`config.mk`:
```
export PLATFORM = sky130hd
export DESIGN_NAME = brp_top
export DESIGN_NICKNAME = d
export VERILOG_FILES = /design/src/brp_pkg.sv /design/src/brp_abs_pos.sv /design/src/brp_top.sv
export VERILOG_INCLUDE_DIRS = /design/src
export SDC_FILE = /design/constraint.sdc
export NUM_CORES = 1
export LEC_CHECK = 0
export CAP_MARGIN = 20
export CELL_PAD_IN_SITES_DETAIL_PLACEMENT = 1
export CELL_PAD_IN_SITES_GLOBAL_PLACEMENT = 2
export CORE_MARGIN = 5
export CORE_UTILIZATION = 37
export DETAILED_ROUTE_END_ITERATION = 8
export DONT_BUFFER_PORTS = 1
export MAX_ROUTING_LAYER = met4
export PLACE_DENSITY = 0.85
export SYNTH_ARGS = -nofsm -noshare
export SYNTH_HDL_FRONTEND = slang
export SYNTH_SLANG_ARGS = --single-unit
```
`constraint.sdc`:
```
create_clock -name ref_clk_i -period 3.51 [get_ports ref_clk_i]
set_clock_uncertainty 0.2 [all_clocks]
set_input_delay 0.702 -clock ref_clk_i [delete_from_list [all_inputs] [get_ports ref_clk_i]]
set_output_delay 0.702 -clock ref_clk_i [all_outputs]
set_load 0.02 [all_outputs]
```
`src/brp_params.svh`:
```
`ifndef BRP_PARAMS_SVH
`define BRP_PARAMS_SVH

// ****************************************
// parameter addresses
// ****************************************
`define BRP_ADDR_BRAKE_RELEASE 16'h0814
`define BRP_ADDR_ABS_READBACK 16'h1E1E
`define BRP_ADDR_ABS_SET 16'h052C

// ****************************************
// values and reset values
// ****************************************
`define BRP_BRAKE_AUTO 16'h0000
`define BRP_BRAKE_MANUAL 16'h0001
`define BRP_BRAKE_RESET 16'h0000
`define BRP_WORD_ZERO 32'h0000_0000
`define BRP_HALF_ZERO 16'h0000
`define BRP_WARN_ABS_BIT 13

// ****************************************
// encoder range
// ****************************************
`define BRP_REV_BITS 14
`define BRP_TURN_BITS 12

// ****************************************
// timing
// ****************************************
`define BRP_CLK_FREQ_KHZ 10000
`define BRP_SAVE_WAIT_MS 1000

`endif

```
`src/brp_pkg.sv`:
```
package brp_pkg;

  // drive state as reported by the drive state machine
  typedef enum logic [2:0] {
    brp_not_ready,
    brp_sw_on_disabled,
    brp_ready_sw_on,
    brp_switched_on,
    brp_op_enabled,
    brp_quick_stop,
    brp_fault_reaction,
    brp_fault
  } brp_drive_state_t;

  // state of the save hold-off sequence
  typedef enum logic {
    brp_save_idle,
    brp_save_hold
  } brp_save_state_t;

  // keep a position inside an encoder range of 2**bits user units
  function automatic logic [31:0] brp_wrap(input logic [31:0] pos, input logic [5:0] bits);
    logic [31:0] mask;
    mask = (32'h0000_0001 << bits) - 32'h0000_0001;
    return pos & mask;
  endfunction

endpackage

```
`src/brp_abs_pos.sv`:
```
`timescale 1ns/100ps
`include "brp_params.svh"

module brp_abs_pos
  import brp_pkg::*;
#(
  parameter int REV_BITS = `BRP_REV_BITS,
  parameter int TURN_BITS = `BRP_TURN_BITS
) (
  // clock and reset
  input wire logic ref_clk_i,
  input wire logic reset_n_i,
  // encoder at start-up
  input wire logic enc_pos_valid_i,
  input wire logic [31:0] enc_pos_i,
  input wire logic enc_multiturn_i,
  input wire logic rotation_direction_invert_i,
  // result
  output logic captured_o,
  output logic [31:0] readback_o
);

  logic [5:0] range_bits;
  logic [31:0] oriented_pos;
  logic take;

  // range by encoder type
  assign range_bits = enc_multiturn_i ? 6'(REV_BITS + TURN_BITS) : 6'(REV_BITS);
  // direction inversion, before folding
  assign oriented_pos = rotation_direction_invert_i ? (`BRP_WORD_ZERO - enc_pos_i) : enc_pos_i;
  // only the first valid reading after power-up counts
  assign take = enc_pos_valid_i && !captured_o;

  always_ff @(posedge ref_clk_i) begin
    if (!reset_n_i) begin
      captured_o <= 1'b0;
      readback_o <= `BRP_WORD_ZERO;
    end else if (take) begin
      captured_o <= 1'b1;
      readback_o <= brp_wrap(oriented_pos, range_bits);
    end
  end

endmodule // brp_abs_pos

```
`src/brp_top.sv`:
```
`timescale 1ns/100ps
`include "brp_params.svh"

// Notes on behaviour
// The brake release setting holds 0 for automatic brake handling and 1 for manual opening.
// A manual release drives the brake output only in switch-on-disabled or ready-to-switch-on.
// The brake release setting is cleared to 0 whenever the power stage is active.
// The power stage may not be enabled while the brake is manually released.
// With the power stage on, the automatic controller owns the brake and a manual release errs.
// The absolute position is read from the encoder at start-up and shown read-only in usr.
// The reported range is one revolution for singleturn, the whole range for multiturn.
// Until the position is captured, warning bit 13 is set in latched and active words.
// A new absolute position is set at standstill and accepted with the power stage on or off.
// Setting a new absolute position moves the encoder and the simulation index pulses.
// Clockwise is seen from the shaft end and a direction-inversion setting corrects it.
// A new absolute position takes effect at next power-on, after at least 1 s before power-off.
module brp_top
  import brp_pkg::*;
#(
  parameter int REV_BITS = `BRP_REV_BITS,
  parameter int TURN_BITS = `BRP_TURN_BITS,
  parameter int SAVE_WAIT_CYCLES = `BRP_SAVE_WAIT_MS * `BRP_CLK_FREQ_KHZ
) (
  // clock and reset
  input wire logic ref_clk_i,
  input wire logic reset_n_i,
  // parameter access
  input wire logic [15:0] param_addr_i,
  input wire logic [31:0] param_wdata_i,
  input wire logic param_wr_i,
  input wire logic param_rd_i,
  output logic [31:0] param_rdata_o,
  output logic param_ack_o,
  output logic param_err_o,
  // drive state and power stage
  input wire brp_drive_state_t drive_state_i,
  input wire logic power_stage_active_i,
  input wire logic enable_request_i,
  input wire logic standstill_i,
  output logic enable_grant_o,
  // brake
  input wire logic auto_brake_open_i,
  output logic brake_out_o,
  output logic brake_error_o,
  // encoder
  input wire logic enc_pos_valid_i,
  input wire logic [31:0] enc_pos_i,
  input wire logic enc_multiturn_i,
  input wire logic rotation_direction_invert_i,
  output logic [31:0] index_offset_o,
  output logic [31:0] esim_index_offset_o,
  output logic index_shift_o,
  // persistent store of the new absolute position
  output logic [31:0] abs_store_value_o,
  output logic abs_store_wr_o,
  output logic abs_store_busy_o,
  // warnings
  input wire logic warn_clear_i,
  output logic [15:0] warning_latched_word_o,
  output logic [15:0] warning_active_word_o
);

  localparam logic [23:0] SAVE_LAST = 24'(SAVE_WAIT_CYCLES - 1);

  // ****************************************
  // state
  // ****************************************
  logic [15:0] brake_release_select;
  logic [31:0] abs_set_value;
  brp_save_state_t save_state;
  brp_save_state_t next_save_state;
  logic [23:0] save_cnt;
  logic [23:0] next_save_cnt;
  logic abs_captured;
  logic [31:0] abs_readback;

  // ****************************************
  // absolute position capture
  // ****************************************
  // start-up position capture
  brp_abs_pos #(
    .REV_BITS(REV_BITS),
    .TURN_BITS(TURN_BITS)
  ) u_abs_pos (
    .ref_clk_i(ref_clk_i),
    .reset_n_i(reset_n_i),
    .enc_pos_valid_i(enc_pos_valid_i),
    .enc_pos_i(enc_pos_i),
    .enc_multiturn_i(enc_multiturn_i),
    .rotation_direction_invert_i(rotation_direction_invert_i),
    .captured_o(abs_captured),
    .readback_o(abs_readback)
  );

  // ****************************************
  // decoding
  // ****************************************
  wire hit_brake = param_addr_i == `BRP_ADDR_BRAKE_RELEASE;
  wire hit_readback = param_addr_i == `BRP_ADDR_ABS_READBACK;
  wire hit_set = param_addr_i == `BRP_ADDR_ABS_SET;
  wire hit_any = hit_brake || hit_readback || hit_set;
  wire upper_zero = param_wdata_i[31:16] == `BRP_HALF_ZERO;
  wire val_auto = upper_zero && param_wdata_i[15:0] == `BRP_BRAKE_AUTO;
  wire val_manual = upper_zero && param_wdata_i[15:0] == `BRP_BRAKE_MANUAL;
  wire [5:0] range_bits = enc_multiturn_i ? 6'(REV_BITS + TURN_BITS) : 6'(REV_BITS);

  // only 0 and 1 are legal settings
  wire wr_brake = param_wr_i && hit_brake;
  // manual release refused while the power stage is on
  wire brake_refused = wr_brake && val_manual && power_stage_active_i;
  wire wr_brake_ok = wr_brake && (val_auto || (val_manual && !power_stage_active_i));
  // standstill required, power stage state ignored
  wire wr_set_ok = param_wr_i && hit_set && standstill_i && abs_captured;
  // readback is read-only, so a write there is an error too
  wire wr_err = param_wr_i && !(wr_brake_ok || wr_set_ok);
  wire rd_err = param_rd_i && !param_wr_i && !hit_any;

  wire [31:0] rd_mux = hit_brake ? {`BRP_HALF_ZERO, brake_release_select} :
                       hit_readback ? abs_readback :
                       hit_set ? abs_set_value : `BRP_WORD_ZERO;

  // ****************************************
  // brake and power stage interlock
  // ****************************************
  wire manual_release = brake_release_select == `BRP_BRAKE_MANUAL;
  // manual drive only in the two idle states
  wire state_allows = (drive_state_i == brp_sw_on_disabled) ||
                      (drive_state_i == brp_ready_sw_on);
  // automatic controller owns the brake while powered
  wire next_brake_out = power_stage_active_i ? auto_brake_open_i :
                        (manual_release && state_allows) ? 1'b1 : auto_brake_open_i;
  // no enable with the brake released by hand
  wire next_enable_grant = enable_request_i && !manual_release;

  // power stage active forces automatic handling
  wire [15:0] next_brake_release_select = power_stage_active_i ? `BRP_BRAKE_AUTO :
                                          wr_brake_ok ? param_wdata_i[15:0] :
                                          brake_release_select;

  // ****************************************
  // warnings
  // ****************************************
  logic [15:0] next_warn_active;
  logic [15:0] next_warn_latched;

  always_comb begin
    next_warn_active = `BRP_HALF_ZERO;
    // position not yet captured
    next_warn_active[`BRP_WARN_ABS_BIT] = !abs_captured;
    // a condition still present wins over the clear
    next_warn_latched = (warn_clear_i ? `BRP_HALF_ZERO : warning_latched_word_o) | next_warn_active;
  end

  // ****************************************
  // save hold-off
  // ****************************************
  // the store needs time in non-volatile memory before power may go
  always_comb begin
    next_save_state = save_state;
    next_save_cnt = save_cnt;
    unique case (save_state)
      brp_save_idle: begin
        if (wr_set_ok) begin
          next_save_state = brp_save_hold;
          next_save_cnt = 24'h00_0000;
        end
      end
      brp_save_hold: begin
        if (wr_set_ok) begin
          next_save_cnt = 24'h00_0000;
        end else if (save_cnt == SAVE_LAST) begin
          next_save_state = brp_save_idle;
        end else begin
          next_save_cnt = save_cnt + 24'h00_0001;
        end
      end
    endcase
  end

  // index shift follows the new position
  wire [31:0] next_index_offset = brp_wrap(param_wdata_i - abs_readback, range_bits);

  // ****************************************
  // registers
  // ****************************************
  always_ff @(posedge ref_clk_i) begin
    if (!reset_n_i) begin
      brake_release_select <= `BRP_BRAKE_RESET;
      brake_out_o <= 1'b0;
      brake_error_o <= 1'b0;
      enable_grant_o <= 1'b0;
    end else begin
      brake_release_select <= next_brake_release_select;
      brake_out_o <= next_brake_out;
      brake_error_o <= brake_refused;
      enable_grant_o <= next_enable_grant;
    end
  end

  always_ff @(posedge ref_clk_i) begin
    if (!reset_n_i) begin
      param_rdata_o <= `BRP_WORD_ZERO;
      param_ack_o <= 1'b0;
      param_err_o <= 1'b0;
    end else begin
      param_rdata_o <= (param_rd_i && !param_wr_i) ? rd_mux : `BRP_WORD_ZERO;
      param_ack_o <= param_wr_i || param_rd_i;
      param_err_o <= wr_err || rd_err;
    end
  end

  always_ff @(posedge ref_clk_i) begin
    if (!reset_n_i) begin
      warning_active_word_o <= `BRP_HALF_ZERO;
      warning_latched_word_o <= `BRP_HALF_ZERO;
    end else begin
      warning_active_word_o <= next_warn_active;
      warning_latched_word_o <= next_warn_latched;
    end
  end

  // new value goes to the store, readback waits for power-on
  always_ff @(posedge ref_clk_i) begin
    if (!reset_n_i) begin
      abs_set_value <= `BRP_WORD_ZERO;
      abs_store_value_o <= `BRP_WORD_ZERO;
      abs_store_wr_o <= 1'b0;
      index_offset_o <= `BRP_WORD_ZERO;
      esim_index_offset_o <= `BRP_WORD_ZERO;
      index_shift_o <= 1'b0;
    end else begin
      abs_store_wr_o <= wr_set_ok;
      index_shift_o <= wr_set_ok;
      if (wr_set_ok) begin
        abs_set_value <= param_wdata_i;
        abs_store_value_o <= param_wdata_i;
        index_offset_o <= next_index_offset;
        esim_index_offset_o <= next_index_offset;
      end
    end
  end

  always_ff @(posedge ref_clk_i) begin
    if (!reset_n_i) begin
      save_state <= brp_save_idle;
      save_cnt <= 24'h00_0000;
      abs_store_busy_o <= 1'b0;
    end else begin
      save_state <= next_save_state;
      save_cnt <= next_save_cnt;
      abs_store_busy_o <= next_save_state == brp_save_hold;
    end
  end

endmodule // brp_top

```
==> flow_metrics.tcl, run 1 <==
set metrics [dict create \
    status "finished clean" \
    leakage_nw 3.45 \
    clockBufferDepth 2 \
    cts_num_sinks 166 \
    port_buffers 0 \
    routed_via_density 5.44 \
    ys_top_cells_by_area "dfxtp_1 (38%), nand2_1 (6.6%), buf_4 (6.0%), ha_1 (3.9%), xor2_1 (3.6%)" \
    relSlewSlack 0.492 \
    p_per_area_nw_per_um2 467 \
    synth.most_common_cell "dfxtp_1" \
    wl_per_cell_um 21.0 \
    layout_setup_ws_ps 487 \
    final_area_um2 9240 \
    final-max-slew-violation-count 0 \
    hold_viol 0 \
    drtIter0Drc 473 \
    required_ps 3680 \
    cp_max_fo 6 \
    core_area_um2 23300 \
    switching_power_mw 1.25 \
    fin_crit_ps 3020 \
    grt_max_degree 77 \
    p_sw_frac 0.290 \
    cts_buffers 17 \
    grt_pass1_vias 7260 \
    seq_area_frac_synth 0.384 \
    track_usage 0.207 \
    grt_pass1_wl_mm 41.6 \
    synth_compound_area_frac 0.187 \
    layout-drive-gt1-share 0.0718 \
    antenna_found_initial 1 \
    ios 263 \
    regArea_um2 3320 \
    worstSetupStartpointType "flop" \
    yosys-top-cells-count "dfxtp_1 (166), nand2_1 (153), buf_4 (69), nor2_1 (66), o21ai_0 (47)" \
    die_w_um 163 \
    ys_types 71 \
    worstSkewPairLatency_ps 440 \
    cp.arrival_ps 3190 \
    avgSynthCellArea_um2 8.48 \
    syn2layout_area_growth_pct 6.71 \
    cap_violations 0 \
    syn-cell-area_um2 8650 \
    netlist.area_leader.share 0.384 \
    async_flop_share 0 \
    rsz0062_at_grt "false" \
    pre_cts_ws_ps 221 \
    tritoncts "built" \
    htree_num_levels 4 \
    hold_buffers 0 \
    multi_input_area_um2 4640 \
    p_int_mw 3.07 \
    final_core_utilization 0.397 \
    yosysWarnings 0 \
    hp-class "primary input to flop" \
    max_freq_mhz 331 \
    firstDrtPassIters 6 \
    synthMuxAreaShare 0.00116 \
    synth-adder-area-share 0.0413 \
    yosys.area_share.xor_xnor 0.0638 \
    path_class "flop to flop" \
    initial_utilization 0.372 \
    synth_seq_cells 166 \
    synth_top_family_by_area "simple AND/OR/NAND/NOR gates" \
    post-route-period-util 0.861 \
    seqPwrFrac 0.448 \
    root_buffer "clkbuf_16" \
    die_y_um 163 \
    synth.largest_area_cell "dfxtp_1" \
    synth_ff_type "dfxtp_1" \
    setup_tns_ps 0 \
    clk_pin_slew_ps 70 \
    hpwl_mm 21.2 \
    yosys.area_share.simple 0.223 \
    postCtsSetupBuffers 0 \
    num_vias 7122 \
    postRouteAntennaNets 0 \
    drcViolationCount 0 \
    cts_resized 0 \
    syn_inst 1020 \
    max-vdd-ir-drop_mv 0.240 \
    worstMarginPinSlew_ps 759 \
    gp_congestion 0.943 \
    wl_mm 27.5 \
    crit_path_end_kind "flop" \
    power_frac_clock 0.440 \
    die_area_um2 26500 \
    nets 1099 \
    placed_area_um2 8640 \
    num_rows 56 \
    fillers 2817 \
    synth_edf_count 0 \
    overflow 0 \
    pwr-share-comb 0.112 \
    setup_viol 0 \
]
==> cell type report <==
| type | count | share of cell area |
|---|---|---|
| Sequential cell | 166 | 0.360 |
| Clock buffer | 18 | 0.0476 |
| Inverter | 32 | 0.0130 |
| Clock inverter | 14 | 0.0171 |
| Timing Repair Buffer | 17 | 0.0165 |
| Tap cell | 319 | 0.0432 |
| Multi-Input combinational cell | 742 | 0.503 |
| Antenna cell | 1 | 0.000271 |
==> worst max-delay path: stages (launching register included) <==
cell	delay, ps
dfxtp_1	330
inv_1	80
ha_1	360
a21o_1	230
and2_1	160
o31a_1	310
o41ai_2	440
o31ai_1	230
or4_1	510
nand3_1	100
==> sequential cells by signal, indices dropped and copies added, names as in the netlist, 16 cells and up <==
name                  flops
param_rdata_o            32
u_abs_pos.readback_o     26
abs_set_value            32
save_cnt                 24
esim_index_offset_o      26
brake_release_select     16
==> metal layers <==
layer  up-vias  global-route usage  wire (µm)
met1      3490               0.252      11700
met3        28              0.0653       2120
met5         -                   -          0
li1       3385                   -          -
met4         0              0.0606        592
met2       219               0.331      13100
==> layout by cell type (no fill, tap or decap), types with 11 or more instances in the layout <==
cell         n
and2_1      38
or3_1       11
nand4_1     19
and3_1      15
a222oi_1    16
inv_1       32
buf_4       15
ha_1        27
nor4_1      16
o21ai_0     47
nand2_1    153
a21o_1      11
dfxtp_1    166
nor2_1      66
a21oi_1     22
xnor2_1     27
nand3_1     17
a21boi_0    39
a22oi_1     11
conb_1      42
a22o_1      13
clkbuf_16   17
xor2_1      36
==> cells by family after synthesis <==
family / after synthesis
other: 1
muxes: 1
xor gates and xnor gates: 63
buffers and inverters: 153
adders and majority gates: 28
and+or+nand+nor: 388
DFF: 166
AOI/OAI and AO/OA: 220
==> stage by stage <==
step | hold slack [ps] | power [mW] | instances
2_1_floorplan | 245 | 2.38 | 1061
3_3_place_gp | 270 | 2.45 | 1276
3_5_place_dp | 279 | 2.46 | 1276
4_1_cts | 166 | 4.35 | 1308
5_1_grt | 175 | 4.49 | 1309
6_report | 182 | 4.31 | 1309
==> power by group through the flow <==
stage	Sequential [mW]	Combinational, mW	Clock (mW)
final	1.93	0.484	1.90
after global placement	1.98	0.471	0
after detailed placement	1.98	0.479	0
after global routing	1.94	0.535	2.01
after CTS	1.93	0.482	1.94
after floorplan	1.97	0.415	0
==> path summary, 6_finish.rpt <==
check                                                           from                                   end  slack, ps  cells after the start
worst max register to register  u_abs_pos.readback_o[4]$_SDFFE_PN0P_  esim_index_offset_o[22]$_SDFFE_PN0P_        490                      9
worst min register to register  brake_release_select[3]$_SDFFE_PP0P_  brake_release_select[3]$_SDFFE_PP0P_        300                      1
worst min-delay path                                      param_rd_i                param_ack_o$_SDFF_PN0_        180                      1
worst max-delay path            u_abs_pos.readback_o[4]$_SDFFE_PN0P_  esim_index_offset_o[22]$_SDFFE_PN0P_        490                      9
(Power assumes the default switching activity.)
==> run 2, diff against run 1 <==
--- a/config.mk
+++ b/config.mk
@@ -10,11 +10,11 @@
 export CELL_PAD_IN_SITES_DETAIL_PLACEMENT = 1
 export CELL_PAD_IN_SITES_GLOBAL_PLACEMENT = 2
 export CORE_MARGIN = 5
-export CORE_UTILIZATION = 37
+export CORE_UTILIZATION = 33
 export DETAILED_ROUTE_END_ITERATION = 8
 export DONT_BUFFER_PORTS = 1
 export MAX_ROUTING_LAYER = met4
-export PLACE_DENSITY = 0.85
+export PLACE_DENSITY = 0.81
 export SYNTH_ARGS = -nofsm -noshare
 export SYNTH_HDL_FRONTEND = slang
 export SYNTH_SLANG_ARGS = --single-unit
==> constraint.sdc (replaced) <==
create_clock -name ref_clk_i -period 2.6 [get_ports ref_clk_i]
set_clock_uncertainty 0.2 [all_clocks]
set_input_delay 0.52 -clock ref_clk_i [delete_from_list [all_inputs] [get_ports ref_clk_i]]
set_output_delay 0.52 -clock ref_clk_i [all_outputs]
set_load 0.02 [all_outputs]
==> run 2 against run 1 <==
  * Register-to-register slack worse by 450 ps
  * Clock power increased by 37%
  * Clock-buffer cell count shrank 1
  * Critical path depth down 1
  * Global-route usage is 0.87 points lower
  * Maximum frequency up 18%
  * Worst setup slack lost 450 ps
  * Final cell count grew 10%
  * Routed wire length grew 7.0%
  * Utilization rose by 1.0 points
  * Critical path type unchanged
  * Critical endpoint is now save_cnt[14]$_SDFFE_PN0P_
  * Largest cell class unchanged
==> flow_metrics.tcl, run 2 (synthesis results as in run 1) <==
set metrics [dict create \
    status "finished clean" \
    die_area_um2 29600 \
    die_y_um 172 \
    ios 263 \
    power_frac_clock 0.425 \
    max_freq_mhz 390 \
    wl_per_cell_um 20.3 \
    crit_path_end_kind "flop" \
    cp_num_buf_inv 1 \
    nets 1221 \
    switching_power_mw 1.82 \
    clockBufferDepth 2 \
    grt_pass1_vias 7617 \
    core_area_um2 25900 \
    gp_congestion 0.896 \
    hpwl_mm 23.0 \
    postRouteAntennaNets 0 \
    path_class "flop to flop" \
    cp.arrival_ps 2680 \
    tritoncts "built" \
    slowest_delay_ps 530 \
    rsz0062_at_grt "true" \
    worstSetupStartpointType "flop" \
    seqPwrFrac 0.426 \
    wl_mm 29.4 \
    required_ps 2710 \
    total_power_mw 6.13 \
    cts_buffers 17 \
    grt_max_degree 74 \
    layout_commonest_cell "dfxtp_1" \
    path_cells "or4_4 > or4_4 > o41a_1 > nor2_4 > buf_4 > nor2_1 > a21oi_1 > a211oi_1" \
    final_core_utilization 0.407 \
    htree_num_levels 4 \
    relSlewSlack 0.513 \
    root_buffer "clkbuf_16" \
    cp_top_family "simple AND/OR/NAND/NOR gates" \
    antenna_found_initial 1 \
    post-route-period-util 0.985 \
    max-vdd-ir-drop_mv 0.400 \
    worstSkewPairLatency_ps 440 \
    leakage_nw 4.11 \
    clk_pin_slew_ps 80 \
    pwr-share-comb 0.149 \
    cts_num_sinks 166 \
    top_regs "abs_set_value x32, param_rdata_o x32" \
    setup_viol 0 \
    hp-class "primary input to flop" \
    drtIter0Drc 440 \
    p_per_area_nw_per_um2 581 \
    cp_slowest_cell "or4_4" \
    worstMarginPinSlew_ps 728 \
    fin_crit_ps 2560 \
    cp_max_fo 3 \
    port_buffers 0 \
    p_sw_frac 0.297 \
    diodes 0 \
    hold_viol 0 \
    p_int_mw 4.31 \
    track_usage 0.198 \
    mostFrequentLayoutCells "dfxtp_1 (157), nand2_1 (153), buf_4 (122), nor2_1 (64), conb_1 (42)" \
    num_rows 59 \
    routed_via_density 5.15 \
    cap_violations 0 \
    overflow 0 \
    fillers 3027 \
    num_vias 7443 \
    grt_pass1_wl_mm 44.2 \
    cp_common_cell "or4_4" \
    final-max-slew-violation-count 0 \
    initial_utilization 0.334 \
    syn2layout_area_growth_pct 21.9 \
    drcViolationCount 0 \
    die_w_um 172 \
    layout-drive-gt1-share 0.210 \
    firstDrtPassIters 4 \
]
==> run 2: path summary, 6_finish.rpt <==
check                                          endpoint                             startpoint  cells past startpoint  slack (ps)
hold reg to reg   brake_release_select[11]$_SDFFE_PP0P_  brake_release_select[11]$_SDFFE_PP0P_                      1         290
setup / recovery              save_cnt[14]$_SDFFE_PN0P_               save_cnt[8]$_SDFFE_PN0P_                      8          40
setup reg to reg              save_cnt[14]$_SDFFE_PN0P_               save_cnt[8]$_SDFFE_PN0P_                      8          40
hold / removal     warning_active_word_o[13]$_SDFF_PN0_                              reset_n_i                      1          20
==> run 2: cell type report <==
| cell class | instances | area [µm²] | share of cell area |
|---|---|---|---|
| multi-input combinational | 742 | 4920 | 0.466 |
| sequential | 166 | 3330 | 0.316 |
| timing repair buffer | 139 | 1150 | 0.109 |
| clock buffer | 17 | 425 | 0.0403 |
| tap | 335 | 419 | 0.0397 |
| clock inverter | 15 | 180 | 0.0171 |
| inverter | 32 | 123 | 0.0116 |
==> run 2: stage by stage <==
step / cells / area (µm²) / hold WS, ps / worst slack (ps) / TNS [ps]
after detailed placement: 1404 / 9620 / 274 / -350 / -17230
after CTS: 1446 / 10400 / 2.30 / -4.73 / -4.73
after global routing: 1446 / 10600 / 2.03 / -40.0 / -170
after global placement: 1404 / 9620 / 272 / -296 / -13950
after floorplan: 1061 / 8890 / 245 / -60.2 / -60.2
final: 1446 / 10600 / 20.1 / 38.7 / 0
==> run 2: per-layer routing <==
layer	global-route usage	part of all wire	wire length (µm)
met5	-	0	0
met4	0.0519	0.018	520
met3	0.0510	0.062	1820
met2	0.332	0.50	14600
met1	0.239	0.42	12500
==> run 2: power by group through the flow <==
| stage | logic (mW) | clock network (mW) | registers (mW) |
|---|---|---|---|
| after CTS | 0.873 | 2.66 | 2.61 |
| after global placement | 0.821 | 0 | 2.66 |
| after detailed placement | 0.835 | 0 | 2.67 |
| final | 0.915 | 2.61 | 2.61 |
| after floorplan | 0.580 | 0 | 2.66 |
| after global routing | 1.00 | 2.78 | 2.61 |
==> run 2: timing repair <==
action | 4_1_cts | 5_1_grt
gates resized for setup | 10 | 49
pin swaps | 5 | 15
hold buffers | 8 | 0
hold endpoints to repair | 5 | 0
setup buffers | 2 | 1
endpoints found under the setup margin | 15 | 39
==> run 3, diff against run 2 <==
--- a/config.mk
+++ b/config.mk
@@ -7,14 +7,12 @@
 export NUM_CORES = 1
 export LEC_CHECK = 0
 export CAP_MARGIN = 20
-export CELL_PAD_IN_SITES_DETAIL_PLACEMENT = 1
-export CELL_PAD_IN_SITES_GLOBAL_PLACEMENT = 2
 export CORE_MARGIN = 5
-export CORE_UTILIZATION = 33
+export CORE_UTILIZATION = 45
 export DETAILED_ROUTE_END_ITERATION = 8
 export DONT_BUFFER_PORTS = 1
 export MAX_ROUTING_LAYER = met4
-export PLACE_DENSITY = 0.81
+export PLACE_DENSITY = 0.67
 export SYNTH_ARGS = -nofsm -noshare
 export SYNTH_HDL_FRONTEND = slang
 export SYNTH_SLANG_ARGS = --single-unit
==> run 3 against run 2 <==
  * Largest cell class unchanged
  * Routed wire length is 14% lower
  * Critical path type unchanged
  * Utilization is 13 points higher
  * Flip-flop and latch count stayed put
  * Highest routed layer unchanged
  * Power is 2.8% lower
  * Combinational power is 6.2% lower
  * Global-route usage is 3.0 points higher
  * Clock power is 4% lower
==> flow_metrics.tcl, run 3 (synthesis results as in run 1) <==
set metrics [dict create \
    status "finished clean" \
    routed_via_density 5.30 \
    setup_viol 0 \
    port_buffers 0 \
    fin_crit_ps 2580 \
    mostFrequentLayoutCells "dfxtp_1 (160), nand2_1 (153), buf_4 (115), nor2_1 (64), conb_1 (42)" \
    gp_congestion 0.923 \
    cp.arrival_ps 2710 \
    layout_setup_ws_ps 15.1 \
    p_per_area_nw_per_um2 584 \
    grt_pass1_vias 6906 \
    wl_per_cell_um 18.7 \
    leakage_nw 4.00 \
    max-vdd-ir-drop_mv 0.476 \
    holdPathStages 2 \
    cp_slowest_cell "or4_4" \
    cp-startpoint "save_cnt[11]$_SDFFE_PN0P_" \
    overflow 0 \
    rsz0062_at_grt "true" \
    postRouteAntennaNets 0 \
    drcViolationCount 0 \
    grt_max_degree 73 \
    num_rows 50 \
    grt_pass1_wl_mm 38.6 \
    core_area_um2 18800 \
    wl_mm 25.4 \
    clk_pin_slew_ps 70 \
    initial_utilization 0.460 \
    die_y_um 149 \
    tritoncts "built" \
    worstMarginPinSlew_ps 744 \
    path_class "flop to flop" \
    ios 263 \
    syn2layout_area_growth_pct 17.8 \
    cap_violations 0 \
    top_regs "abs_set_value x32, param_rdata_o x32" \
    hp-class "primary input to flop" \
    cp-endpoint "save_cnt[11]$_SDFFE_PN0P_" \
    hold_viol 0 \
    pre_cts_ws_ps -277 \
    crit_path_end_kind "flop" \
    layout_commonest_cell "dfxtp_1" \
    htree_num_levels 4 \
    final_core_utilization 0.541 \
    slowest_delay_ps 520 \
    clockBufferDepth 2 \
    cp_common_cell "or4_4" \
    path_cells "or4_4 > or4_4 > o41a_1 > nor2_4 > nor4_2 > a31oi_1 > nor3_2" \
    worstReg2RegStart "save_cnt[11]$_SDFFE_PN0P_" \
    drtIter0Drc 573 \
    worstSetupStartpointType "flop" \
    root_buffer "clkbuf_16" \
    reg2reg_depth 7 \
    max_freq_mhz 387 \
    required_ps 2730 \
    hpwl_mm 19.9 \
    layout-drive-gt1-share 0.189 \
    antenna_found_initial 0 \
    r2r_slack_ps 20 \
    cts_num_sinks 166 \
    final-max-slew-violation-count 0 \
    cp_max_fo 3 \
    diodes 0 \
    r2r_end "save_cnt[11]$_SDFFE_PN0P_" \
    track_usage 0.229 \
    worstSkewPairLatency_ps 440 \
    num_vias 7203 \
    firstDrtPassIters 7 \
    cts_buffers 17 \
    nets 1209 \
    die_area_um2 22100 \
    die_w_um 149 \
    relSlewSlack 0.502 \
    post-route-period-util 0.994 \
]
[run 3: worst min-delay path by stage]
stage,start,end,slack [ps]
2_1_floorplan,u_abs_pos.captured_o$_SDFFE_PN0P_,warning_active_word_o[13]$_SDFF_PN0_,240
3_3_place_gp,brake_release_select[3]$_SDFFE_PP0P_,brake_release_select[3]$_SDFFE_PP0P_,270
3_5_place_dp,brake_release_select[7]$_SDFFE_PP0P_,brake_release_select[7]$_SDFFE_PP0P_,280
4_1_cts,reset_n_i,u_abs_pos.readback_o[13]$_SDFFE_PN0P_,4
5_1_grt,reset_n_i,u_abs_pos.readback_o[6]$_SDFFE_PN0P_,10
6_report,param_wdata_i[8],abs_set_value[8]$_SDFFE_PN0P_,20
[run 3: power breakdown]
part | switching [mW] | internal, mW
sequential | 0.0319 | 2.57
combinational | 0.454 | 0.403
clock | 1.15 | 1.35
total | 1.63 | 4.32
[run 3: area by class of cell]
cell class	count	area, µm²
clock buffers	18	429
clock inverters	14	138
fillers	1758	8630
inverters	32	123
multi-input cells	742	4820
flip-flops and latches	166	3330
well taps	260	325
repair buffers	127	1030
[run 3: layer usage]
layer / share of wire / wire, µm / global-route usage / up-vias
li1: - / - / - / 3606
met1: 0.42 / 10600 / 0.279 / 3340
met2: 0.48 / 12300 / 0.371 / 220
met3: 0.078 / 1980 / 0.0649 / 37
met4: 0.019 / 481 / 0.0661 / 0
met5: 0 / 0 / - / -
[run 3: worst max-delay path: cells and delay by family, from the launching register on]
family          cells  cell delay, ps
simple gates        5            1350
compound gates      2             600
flops               1             320
[run 3: per-stage QoR]
stage | hold WS (ps) | cell area [µm²] | std cells | total power [mW] | TNS [ps]
floorplan | 245 | 8890 | 1061 | 3.24 | -60.2
global placement | 271 | 9400 | 1316 | 3.45 | -12960
detailed placement | 277 | 9400 | 1316 | 3.46 | -15590
CTS | 4.01 | 10000 | 1354 | 5.94 | -23.7
global route | 12.6 | 10200 | 1359 | 6.19 | -386
finish | 15.4 | 10200 | 1359 | 5.96 | 0
[run 3: timing repair]
item	4_1_cts	5_1_grt
pin swaps	2	18
hold buffers	6	0
gates resized for setup	2	34
cloned	0	0
setup endpoints to repair	9	19
hold endpoints to repair	8	0
setup buffers	0	5
